## src/hdl/pwr_mode_pkg.sv

```systemverilog
// package: register map, field positions and timing for the power mode block
// assumes a 200 MHz system clock and an avalon-mm register bus
package pwr_mode_pkg;
    // =====================================================================
    // register map (byte addresses, one word each)
    localparam logic [3:0] power_mode_control_reg_off = 4'h0;
    localparam logic [3:0] watchdog_ctrl_off          = 4'h4;
    localparam logic [3:0] lost_clock_ctrl_off        = 4'h8;
    localparam logic [3:0] status_off                 = 4'hC;
    // =====================================================================
    // field positions
    localparam int idle_select_bit = 0;
    localparam int stop_select_bit = 1;
    localparam int wdt_enable_bit  = 0;
    localparam int wdt_lock_bit    = 1;
    localparam int wdt_kick_bit    = 2;
    localparam int lcd_enable_bit  = 0;
    localparam int st_idle_bit     = 0;
    localparam int st_stop_bit     = 1;
    localparam int st_wdt_rst_bit  = 2;
    localparam int st_lcd_rst_bit  = 3;
    localparam int st_pin_rst_bit  = 4;
    // =====================================================================
    // reset values
    localparam logic [1:0] power_mode_control_reg_reset = 2'h0;
    localparam logic       wdt_en_reset   = 1'b1;
    localparam logic       wdt_lock_reset = 1'b0;
    localparam logic       lcd_en_reset   = 1'b1;
    // =====================================================================
    // timing
    localparam int clk_mhz              = 200;
    localparam int lcd_timeout_us       = 100;
    localparam int lcd_timeout_cycles   = lcd_timeout_us * clk_mhz;
    localparam int wdt_timeout_cycles   = 1000000;
    localparam int reset_seq_cycles     = 16;
    localparam logic [15:0] reset_vector = 16'h0000;
    // =====================================================================
    // power states
    typedef enum logic [1:0] {
        st_run,
        st_idle,
        st_stop,
        st_reset
    } pwr_state_t;
endpackage

```

## src/hdl/pin_sync.sv

```systemverilog
// three-stage synchroniser for an asynchronous pin
// assumes clk is the system clock; change counts when stages two and three agree
`timescale 1ns/1ps
`default_nettype none
module pin_sync (
    input  wire logic clk,
    input  wire logic rst,
    input  wire logic pin_in,
    output var  logic level_out
);
    logic s1_q;
    logic s2_q;
    logic s3_q;

    always_ff @(posedge clk or posedge rst) begin
        if (rst) begin
            s1_q <= 1'b0;
            s2_q <= 1'b0;
            s3_q <= 1'b0;
        end else begin
            s1_q <= pin_in;
            s2_q <= s1_q;
            s3_q <= s2_q;
        end
    end

    always_ff @(posedge clk or posedge rst) begin
        if (rst) begin
            level_out <= 1'b0;
        end else if (s2_q == s3_q) begin
            level_out <= s3_q;
        end
    end
endmodule
`default_nettype wire

```

## src/hdl/timeout_counter.sv

```systemverilog
// up counter that raises a one-cycle expiry pulse
// assumes clear and run come from logic on the same clock
`timescale 1ns/1ps
`default_nettype none
module timeout_counter #(
    parameter int LIMIT = 16
) (
    input  wire logic clk,
    input  wire logic rst,
    input  wire logic clear,
    input  wire logic run,
    output var  logic expired
);
    logic [31:0] count_q;

    always_ff @(posedge clk or posedge rst) begin
        if (rst) begin
            count_q <= 32'h0;
            expired <= 1'b0;
        end else if (clear || !run) begin
            count_q <= 32'h0;
            expired <= 1'b0;
        end else if (count_q == 32'(LIMIT - 1)) begin
            count_q <= 32'h0;
            expired <= 1'b1;
        end else begin
            count_q <= count_q + 32'h1;
            expired <= 1'b0;
        end
    end
endmodule
`default_nettype wire

```

## src/hdl/pwr_mode_ctrl.sv

```systemverilog
// power mode controller: idle and stop modes, watchdog and lost clock resets
// assumes the core pulses instr_done at each instruction end, and that
// analog peripherals are switched off by software before stop
//
// Summary of operation
// RULE_01: a write setting the idle select bit enters idle once the writing instruction completes.
// RULE_02: in idle the core is frozen so registers and memory hold while clocks and peripherals run.
// RULE_03: idle ends on an enabled pending interrupt or the external reset pin.
// RULE_04: an interrupt ending idle clears the idle select bit, resumes the core and lets it service the interrupt.
// RULE_05: after the interrupt return the core continues after the instruction that set idle.
// RULE_06: a reset ending idle runs the reset sequence and fetches from address zero.
// RULE_07: with the watchdog enabled it keeps counting in idle and its reset ends idle.
// RULE_08: software may disable the watchdog before idle only if it is not locked.
// RULE_09: a write setting the stop select bit enters stop once the writing instruction completes.
// RULE_10: stop halts the core and oscillators, gating peripherals and timers; only the lost clock detector runs.
// RULE_11: only a reset ends stop, followed by the reset sequence from address zero.
// RULE_12: with the lost clock detector enabled, its 100 us timeout raises a reset that ends stop.
// RULE_13: software should disable the lost clock detector before a stop longer than 100 us.
// RULE_14: software must switch off analog peripherals before setting the stop select bit.
// RULE_15: every reset clears both select bits so the core leaves reset in run mode.
//
// Local design decisions: the register offsets and the Avalon-MM register port.
`timescale 1ns/1ps
`default_nettype none
module pwr_mode_ctrl
    import pwr_mode_pkg::*;
#(
    parameter int WDT_CYCLES = pwr_mode_pkg::wdt_timeout_cycles,
    parameter int LCD_CYCLES = pwr_mode_pkg::lcd_timeout_cycles
) (
    input  wire logic        clk,
    input  wire logic        rst,
    input  wire logic        reset_pin_n,
    input  wire logic [3:0]  avs_address,
    input  wire logic        avs_read,
    input  wire logic        avs_write,
    input  wire logic [31:0] avs_writedata,
    input  wire logic [3:0]  avs_byteenable,
    output var  logic [31:0] avs_readdata,
    output var  logic        avs_waitrequest,
    input  wire logic        instr_done,
    input  wire logic        irq_pending,
    output var  logic        core_halt,
    output var  logic        osc_enable,
    output var  logic        periph_clk_enable,
    output var  logic        core_reset,
    output var  logic [15:0] fetch_vector,
    output var  logic        irq_wake
);
    import pwr_mode_pkg::*;

    // =====================================================================
    // state
    pwr_state_t  state_q;
    logic [1:0]  power_mode_control_reg_q;
    logic [1:0]  pending_q;
    logic        wdt_en_q;
    logic        wdt_lock_q;
    logic        lcd_en_q;
    logic        wdt_rst_seen_q;
    logic        lcd_rst_seen_q;
    logic        pin_rst_seen_q;
    logic [4:0]  seq_q;
    logic        ack_q;
    logic        pin_level;
    logic        pin_rst;
    logic        wdt_expired;
    logic        lcd_expired;
    logic        wdt_kick;
    logic        bus_access;
    logic        wr_power_mode_control_reg;
    logic        wr_take;
    logic        wr_wdt;
    logic        wr_lcd;
    logic        wr_status;
    logic        any_rst;

    pin_sync u_pin_sync (
        .clk       (clk),
        .rst       (rst),
        .pin_in    (!reset_pin_n),
        .level_out (pin_level)
    );

    // pin synchronised as asserted-high, so a reset never fakes a pin cause
    assign pin_rst = pin_level;

    assign bus_access = (avs_read || avs_write) && !ack_q;
    // writes commit on the edge that samples waitrequest low
    assign wr_take    = avs_write && ack_q && avs_byteenable[0];
    assign wdt_kick   = wr_wdt && avs_writedata[wdt_kick_bit];

    always_comb begin
        wr_power_mode_control_reg   = 1'b0;
        wr_wdt    = 1'b0;
        wr_lcd    = 1'b0;
        wr_status = 1'b0;
        if (wr_take) begin
            if (avs_address == power_mode_control_reg_off) begin
                wr_power_mode_control_reg = 1'b1;
            end else if (avs_address == watchdog_ctrl_off) begin
                wr_wdt = 1'b1;
            end else if (avs_address == lost_clock_ctrl_off) begin
                wr_lcd = 1'b1;
            end else if (avs_address == status_off) begin
                wr_status = 1'b1;
            end
        end
    end

    // watchdog counts in run and idle; stop holds its count cleared at zero
    timeout_counter #(
        .LIMIT (WDT_CYCLES)
    ) u_wdt (
        .clk     (clk),
        .rst     (rst),
        .clear   (wdt_kick || core_reset),
        .run     (wdt_en_q && (state_q != st_stop)), // [RULE_07]
        .expired (wdt_expired)
    );

    // lost clock detector is the only counter alive in stop
    timeout_counter #(
        .LIMIT (LCD_CYCLES)
    ) u_lcd (
        .clk     (clk),
        .rst     (rst),
        .clear   (core_reset),
        .run     (lcd_en_q && (state_q == st_stop)), // [RULE_10] [RULE_12]
        .expired (lcd_expired)
    );

    assign any_rst = pin_rst || wdt_expired || lcd_expired;

    // =====================================================================
    // avalon-mm slave: one wait cycle, then ack
    always_ff @(posedge clk or posedge rst) begin
        if (rst) begin
            ack_q <= 1'b0;
        end else begin
            ack_q <= bus_access;
        end
    end

    always_ff @(posedge clk or posedge rst) begin
        if (rst) begin
            avs_waitrequest <= 1'b1;
        end else begin
            avs_waitrequest <= !bus_access;
        end
    end

    always_ff @(posedge clk or posedge rst) begin
        if (rst) begin
            avs_readdata <= 32'h0;
        end else if (avs_read && !ack_q) begin
            if (avs_address == power_mode_control_reg_off) begin
                avs_readdata <= {30'h0, power_mode_control_reg_q | pending_q};
            end else if (avs_address == watchdog_ctrl_off) begin
                avs_readdata <= {30'h0, wdt_lock_q, wdt_en_q};
            end else if (avs_address == lost_clock_ctrl_off) begin
                avs_readdata <= {31'h0, lcd_en_q};
            end else if (avs_address == status_off) begin
                avs_readdata <= {27'h0, pin_rst_seen_q, lcd_rst_seen_q,
                                 wdt_rst_seen_q,
                                 state_q == st_stop, state_q == st_idle};
            end else begin
                avs_readdata <= 32'h0;
            end
        end
    end

    // =====================================================================
    // control registers
    always_ff @(posedge clk or posedge rst) begin
        if (rst) begin
            wdt_en_q   <= wdt_en_reset;
            wdt_lock_q <= wdt_lock_reset;
        end else if (core_reset) begin
            wdt_en_q   <= wdt_en_reset;
            wdt_lock_q <= wdt_lock_reset;
        end else if (wr_wdt) begin
            // disable honoured only while unlocked; lock is sticky
            if (!wdt_lock_q) begin
                wdt_en_q <= avs_writedata[wdt_enable_bit]; // [RULE_08]
            end
            if (avs_writedata[wdt_lock_bit]) begin
                wdt_lock_q <= 1'b1;
            end
        end
    end

    always_ff @(posedge clk or posedge rst) begin
        if (rst) begin
            lcd_en_q <= lcd_en_reset;
        end else if (core_reset) begin
            lcd_en_q <= lcd_en_reset;
        end else if (wr_lcd) begin
            lcd_en_q <= avs_writedata[lcd_enable_bit]; // [RULE_13]
        end
    end

    // reset cause flags: set wins over a clearing write
    always_ff @(posedge clk or posedge rst) begin
        if (rst) begin
            wdt_rst_seen_q <= 1'b0;
            lcd_rst_seen_q <= 1'b0;
            pin_rst_seen_q <= 1'b0;
        end else begin
            if (wdt_expired) begin
                wdt_rst_seen_q <= 1'b1;
            end else if (wr_status && avs_writedata[st_wdt_rst_bit]) begin
                wdt_rst_seen_q <= 1'b0;
            end
            if (lcd_expired) begin
                lcd_rst_seen_q <= 1'b1;
            end else if (wr_status && avs_writedata[st_lcd_rst_bit]) begin
                lcd_rst_seen_q <= 1'b0;
            end
            if (pin_rst) begin
                pin_rst_seen_q <= 1'b1;
            end else if (wr_status && avs_writedata[st_pin_rst_bit]) begin
                pin_rst_seen_q <= 1'b0;
            end
        end
    end

    // =====================================================================
    // mode select bits, armed until the writing instruction completes
    always_ff @(posedge clk or posedge rst) begin
        if (rst) begin
            pending_q <= power_mode_control_reg_reset;
        end else if (any_rst || core_reset) begin
            pending_q <= power_mode_control_reg_reset; // [RULE_15]
        end else if (wr_power_mode_control_reg) begin
            pending_q <= pending_q | avs_writedata[1:0];
        end else if (instr_done) begin
            pending_q <= power_mode_control_reg_reset;
        end
    end

    always_ff @(posedge clk or posedge rst) begin
        if (rst) begin
            power_mode_control_reg_q <= power_mode_control_reg_reset;
        end else if (any_rst || core_reset) begin
            power_mode_control_reg_q <= power_mode_control_reg_reset; // [RULE_15] [RULE_06] [RULE_11]
        end else if (state_q == st_idle && irq_pending) begin
            power_mode_control_reg_q[idle_select_bit] <= 1'b0; // [RULE_04]
        end else if (state_q == st_run && instr_done) begin
            power_mode_control_reg_q <= pending_q; // [RULE_01] [RULE_09]
        end
    end

    // =====================================================================
    // power state machine
    always_ff @(posedge clk or posedge rst) begin
        if (rst) begin
            state_q <= st_reset;
        end else begin
            case (state_q)
                st_run: begin
                    if (any_rst) begin
                        state_q <= st_reset;
                    end else if (instr_done
                                 && pending_q[stop_select_bit]) begin
                        state_q <= st_stop; // [RULE_09]
                    end else if (instr_done
                                 && pending_q[idle_select_bit]) begin
                        state_q <= st_idle; // [RULE_01]
                    end
                end
                st_idle: begin
                    if (any_rst) begin
                        state_q <= st_reset; // [RULE_03] [RULE_06] [RULE_07]
                    end else if (irq_pending) begin
                        state_q <= st_run; // [RULE_03] [RULE_04]
                    end
                end
                st_stop: begin
                    // interrupts ignored; only a reset wakes the core
                    if (any_rst) begin
                        state_q <= st_reset; // [RULE_11] [RULE_12]
                    end
                end
                st_reset: begin
                    if (!pin_rst && seq_q == 5'(reset_seq_cycles - 1)) begin
                        state_q <= st_run;
                    end
                end
                default: begin
                    state_q <= st_reset;
                end
            endcase
        end
    end

    always_ff @(posedge clk or posedge rst) begin
        if (rst) begin
            seq_q <= 5'h0;
        end else if (state_q != st_reset || pin_rst) begin
            seq_q <= 5'h0;
        end else if (seq_q != 5'(reset_seq_cycles - 1)) begin
            seq_q <= seq_q + 5'h1;
        end
    end

    // =====================================================================
    // outputs to the core and clock tree
    always_ff @(posedge clk or posedge rst) begin
        if (rst) begin
            core_halt  <= 1'b1;
            core_reset <= 1'b1;
        end else begin
            // halt freezes the core so its state holds across idle
            core_halt  <= (state_q != st_run) || any_rst; // [RULE_02]
            core_reset <= (state_q == st_reset) || any_rst; // [RULE_06]
        end
    end

    always_ff @(posedge clk or posedge rst) begin
        if (rst) begin
            osc_enable        <= 1'b1;
            periph_clk_enable <= 1'b0;
        end else begin
            osc_enable        <= (state_q != st_stop); // [RULE_10]
            periph_clk_enable <= (state_q == st_run)
                                 || (state_q == st_idle); // [RULE_02]
        end
    end

    always_ff @(posedge clk or posedge rst) begin
        if (rst) begin
            fetch_vector <= reset_vector;
        end else begin
            fetch_vector <= reset_vector; // [RULE_11]
        end
    end

    always_ff @(posedge clk or posedge rst) begin
        if (rst) begin
            irq_wake <= 1'b0;
        end else begin
            // pc untouched on wake, so return lands after the idle write
            irq_wake <= (state_q == st_idle) && irq_pending
                        && !any_rst; // [RULE_05]
        end
    end
endmodule
`default_nettype wire

```

## config.mk

```make
export PLATFORM = sky130hd
export DESIGN_NAME = pwr_mode_ctrl
export DESIGN_NICKNAME = d
export VERILOG_FILES = /design/src/hdl/pwr_mode_pkg.sv /design/src/hdl/pin_sync.sv /design/src/hdl/timeout_counter.sv /design/src/hdl/pwr_mode_ctrl.sv
export SDC_FILE = /design/constraint.sdc
export NUM_CORES = 1
export LEC_CHECK = 0
export BUFFER_PORTS_ARGS = -buffer_cell sky130_fd_sc_hd__buf_2
export CAP_MARGIN = 30
export CORE_ASPECT_RATIO = 1.2
export CORE_UTILIZATION = 52
export CTS_BUF_LIST = sky130_fd_sc_hd__clkbuf_8
export DETAILED_ROUTE_END_ITERATION = 8
export PLACE_DENSITY = 0.76
export SLEW_MARGIN = 25
export SYNTH_ARGS = -nofsm -noshare
export SYNTH_HDL_FRONTEND = slang
export SYNTH_SLANG_ARGS = --single-unit
```

## constraint.sdc

```tcl
create_clock -name clk -period 3.5 [get_ports clk]
set_clock_uncertainty 0.15 [all_clocks]
set_input_delay 0.175 -clock clk [delete_from_list [all_inputs] [get_ports clk]]
set_output_delay 0.175 -clock clk [all_outputs]
set_load 0.1 [all_outputs]
```

==> metrics.log <==
INFO  metric outcome = finished clean
INFO  metric startpoint = u_wdt.count_q[0]$_DFF_PP0_
INFO  metric design.final.nets = just over 600
INFO  metric grt_setup_unrepaired = no
INFO  metric critical-path-slowest-cell = nand2_2
INFO  metric timing.final.hold_violations = 0
INFO  metric flow.area_growth_from_synthesis = 8.30%
INFO  metric cp-end-kind = register
INFO  metric detail_route.wl_per_cell = approximately 13 um
INFO  metric cts_sinks = between 90 and 100
INFO  metric port_buffers = 27
INFO  metric total_leakage_power = roughly 0.0023 uW
INFO  metric postSynth.topFlopCell = dfrtp_1
INFO  metric initial_core_util = a little over half
INFO  metric synth_async_sr_flop_share = between 90% and 100%
INFO  metric synth_cells = 516
INFO  metric grt_pass1_wl = approximately 16 mm
INFO  metric final_antenna_net_count = 0
INFO  metric layout.cells.non_filler = slightly below 700
INFO  metric clock_insertion_delay_worst_skew = ~0.38 ns
INFO  metric ctsResizeCount = 0
INFO  metric synth.lib_cells_used.distinct = 53
INFO  metric grt_antenna_before_repair = 0
INFO  metric die_area = between 10000 and 15000 um2
INFO  metric place_congestion = around 0.85
INFO  metric drc_errors = 0
INFO  metric part_of_the_cycle_the_worst_path_needs = about two thirds
INFO  metric cts-htree-levels = 3
INFO  metric arrival_time_of_the_worst_setup_path = roughly 2.5 ns
INFO  metric numCtsBuffers = 9
INFO  metric die_height = between 100 and 150 um
INFO  metric n_fill_cell = 832
INFO  metric overflow = 0
INFO  metric crit_fanout = 31
INFO  metric mostFrequentLayoutCells = dfrtp_1, nor2_1, xor2_1
INFO  metric ys_seq_elements = about 100
INFO  metric cp_slowest_stage_delay = about 0.45 ns
INFO  metric max-vdd-ir-drop = 0.192 mV
INFO  metric synth.avg_cell_area = between 9 and 10 um2
INFO  metric fin_worst_hold_slack = between 0.02 and 0.025 ns
INFO  metric critPathCapture = u_wdt.count_q[29]$_DFF_PP0_
INFO  metric ys.warnings.count = 0
INFO  metric finalSetupViolCount = 0
INFO  metric drv.max_cap_violation_count = 0
INFO  metric worst-r2r-cell-count = 6
INFO  metric worst_slew_pin_slew = about 0.89 ns
INFO  metric via_count_of_the_first_global_routing_pass = 3513
INFO  metric worstReg2RegStart = u_wdt.count_q[0]$_DFF_PP0_
INFO  metric postCtsSetupBuffers = 0
INFO  metric critPathKind = reg2reg
INFO  metric start_kind = register
INFO  metric cts_hold_repair.buffers = 12
INFO  metric path_cells = ha_1 -> nand2_1 -> or3_1 -> or3_1 -> nand2_2 -> nor2_1
INFO  metric die_boundary_width = 92.2 um
INFO  metric core_area = between 9000 and 10000 um2
INFO  metric synth_seq_area_share = between 40% and 50%
INFO  metric drive_above_1_share = 11.9%
INFO  metric r2r_end = u_wdt.count_q[29]$_DFF_PP0_
INFO  metric grt_use_total = 19.6%
INFO  metric pwr_density_cell = roughly 420 nW/um2
INFO  metric synth_enable_flop_cells = 0
INFO  metric syn-cell-area = roughly 5000 um2
INFO  metric n_antenna_cell = 0
INFO  metric layout.cell_area.non_filler = between 5000 and 6000 um2
INFO  metric cts_buffer_depth = 2
INFO  metric maxSlewHeadroom = approximately two fifths
INFO  metric clock.fmax = 0.420 GHz
INFO  metric multi_input_area = between 2000 and 2500 um2
INFO  metric drt_iter0_drc = about 200
INFO  metric clk_pin_slew_worst_paths = 0.10 ns
INFO  metric vias = around 3700
INFO  metric ios = just over 100
INFO  metric reg2reg_setup_slack = ~1.1 ns
INFO  metric drt_wl_total = 9.20 mm
INFO  metric worst_hold_path_type = in2reg
INFO  metric placed_cells_incl_taps = roughly 660
INFO  metric detail_route.vias_per_cell = 5.34
INFO  metric cp_common_cell = or3_1
INFO  metric critical_path_required = between 3 and 4 ns
INFO  metric firstDrtPassIters = 5
INFO  metric sequential_cell_area = 2490 um2
INFO  metric power_consumption = between 2000 and 2500 uW
INFO  metric dpl-instance-area = about 5200 um2
INFO  metric tritoncts = built
INFO  metric place.detailed.hpwl = roughly 6.3 mm
INFO  metric rows = 39
INFO  metric maximum_number_of_pins_on_one_net_before_global_route_repair = just under 60
INFO  metric cts.root.buffer_cell = clkbuf_8
INFO  metric drv_slew = 0
INFO  metric period_needed = 2.38 ns
INFO  metric commonest_non_fill_non_tap_cell_in_the_layout = dfrtp_1
INFO  metric final_total_negative_setup_slack = 0 ns
==> worst min-delay path by stage <==
stage                              start                         to  slack, ns  depth (start not counted)
3_5_place_dp   u_pin_sync.s1_q$_DFF_PP0_  u_pin_sync.s2_q$_DFF_PP0_       0.19                          0
3_3_place_gp   u_pin_sync.s1_q$_DFF_PP0_  u_pin_sync.s2_q$_DFF_PP0_       0.19                          0
6_report                  avs_address[3]   pending_q[0]$_DFFE_PP0P_       0.02                          4
4_1_cts                   avs_address[3]   pending_q[0]$_DFFE_PP0P_      0.009                          4
5_1_grt                   avs_address[3]   pending_q[0]$_DFFE_PP0P_       0.04                          4
2_1_floorplan                reset_pin_n  u_pin_sync.s1_q$_DFF_PP0_       0.08                          1
==> critical path, delay by kind of cell (launching register included) <==
family / cells / cell delay (ns)
flip-flops: 1 / 0.38
adder cells (fa/ha/maj): 1 / 0.22
AND/OR/NAND/NOR: 5 / 1.49
==> power breakdown <==
part           internal [uW]  switching [uW]  leakage [uW]  total, uW
sequential              1160            11.2       0.00133       1170
combinational           36.9             279      0.000895        316
clock                    423             394      0.000114        817
total                   1620             684       0.00234       2300
==> cells by family (layout without fill, tap and decap cells) <==
logic type	Yosys count	count (layout)	synth area share, %
xor+xnor	60	60	10.4
mux	5	5	1.23
flops	99	99	49.0
simple gates	246	246	25.1
fa+ha+maj	5	5	1.18
compound gates	32	32	4.24
other cells	1	43	0.0739
buf+inv	68	72	8.85
==> Yosys cell counts (2+ instances only) <==
| library cell | number | share of area (%) |
|---|---|---|
| a21o_1 | 3 | 0.44 |
| nor4b_1 | 4 | 0.69 |
| buf_4 | 46 | 6.8 |
| or4_1 | 2 | 0.30 |
| xnor2_1 | 14 | 2.4 |
| buf_2 | 2 | 0.20 |
| nor4_1 | 14 | 1.7 |
| a31o_2 | 2 | 0.35 |
| nor4_4 | 2 | 0.84 |
| and4_1 | 3 | 0.52 |
| ha_1 | 4 | 0.99 |
| and2_1 | 5 | 0.62 |
| or2_2 | 2 | 0.25 |
| nand3b_1 | 2 | 0.30 |
| xor2_1 | 46 | 7.9 |
| clkbuf_1 | 4 | 0.30 |
| or3_1 | 4 | 0.49 |
| nand2b_1 | 4 | 0.49 |
| inv_1 | 14 | 1.0 |
| nor3_1 | 8 | 0.79 |
| a21oi_1 | 9 | 0.89 |
| nand4_1 | 27 | 3.3 |
| nor2_1 | 90 | 6.7 |
| nor2b_1 | 2 | 0.25 |
| dfstp_2 | 8 | 4.1 |
| a21boi_0 | 2 | 0.30 |
| and3_1 | 8 | 0.99 |
| dfrtp_1 | 91 | 45 |
| o21ai_0 | 5 | 0.49 |
| nand2_1 | 28 | 2.1 |
| a22o_1 | 5 | 0.86 |
| mux2i_1 | 4 | 0.79 |
| nand3_1 | 32 | 3.2 |
==> metal layers <==
metal | routed length, um | global-route usage [%] | up-vias
met5 | 0 | 0 | -
met4 | 72 | 6.92 | 0
met3 | 406 | 4.73 | 9
met2 | 4730 | 34.8 | 88
met1 | 3990 | 23.2 | 1793
li1 | - | - | 1767
==> area by class of cell <==
type | instances | share of cell area, %
multi-input cells | 391 | 41.8
clock inverters | 6 | 1.62
flip-flops and latches | 99 | 45.2
repair buffers | 42 | 5.05
well taps | 123 | 2.80
clock buffers | 10 | 2.50
inverters | 14 | 1.00
==> through the flow <==
stage | utilization (%) | setup WS, ns
after floorplan | - | 0.598
after global placement | 54.1 | 1.17
after detailed placement | 54.1 | 1.11
after CTS | 57.8 | 1.09
after global routing | 57.8 | 0.952
final | 57.8 | 1.12
==> flip-flops by register name, summed over array words and instances (netlist names), 2 cells and up <==
| register | flops |
|---|---|
| avs_readdata | 5 |
| power_mode_control_reg_q | 2 |
| u_wdt.count_q | 32 |
| seq_q | 5 |
| u_lcd.count_q | 32 |
| pending_q | 2 |
| state_q | 2 |
(Power assumes the default switching activity.)
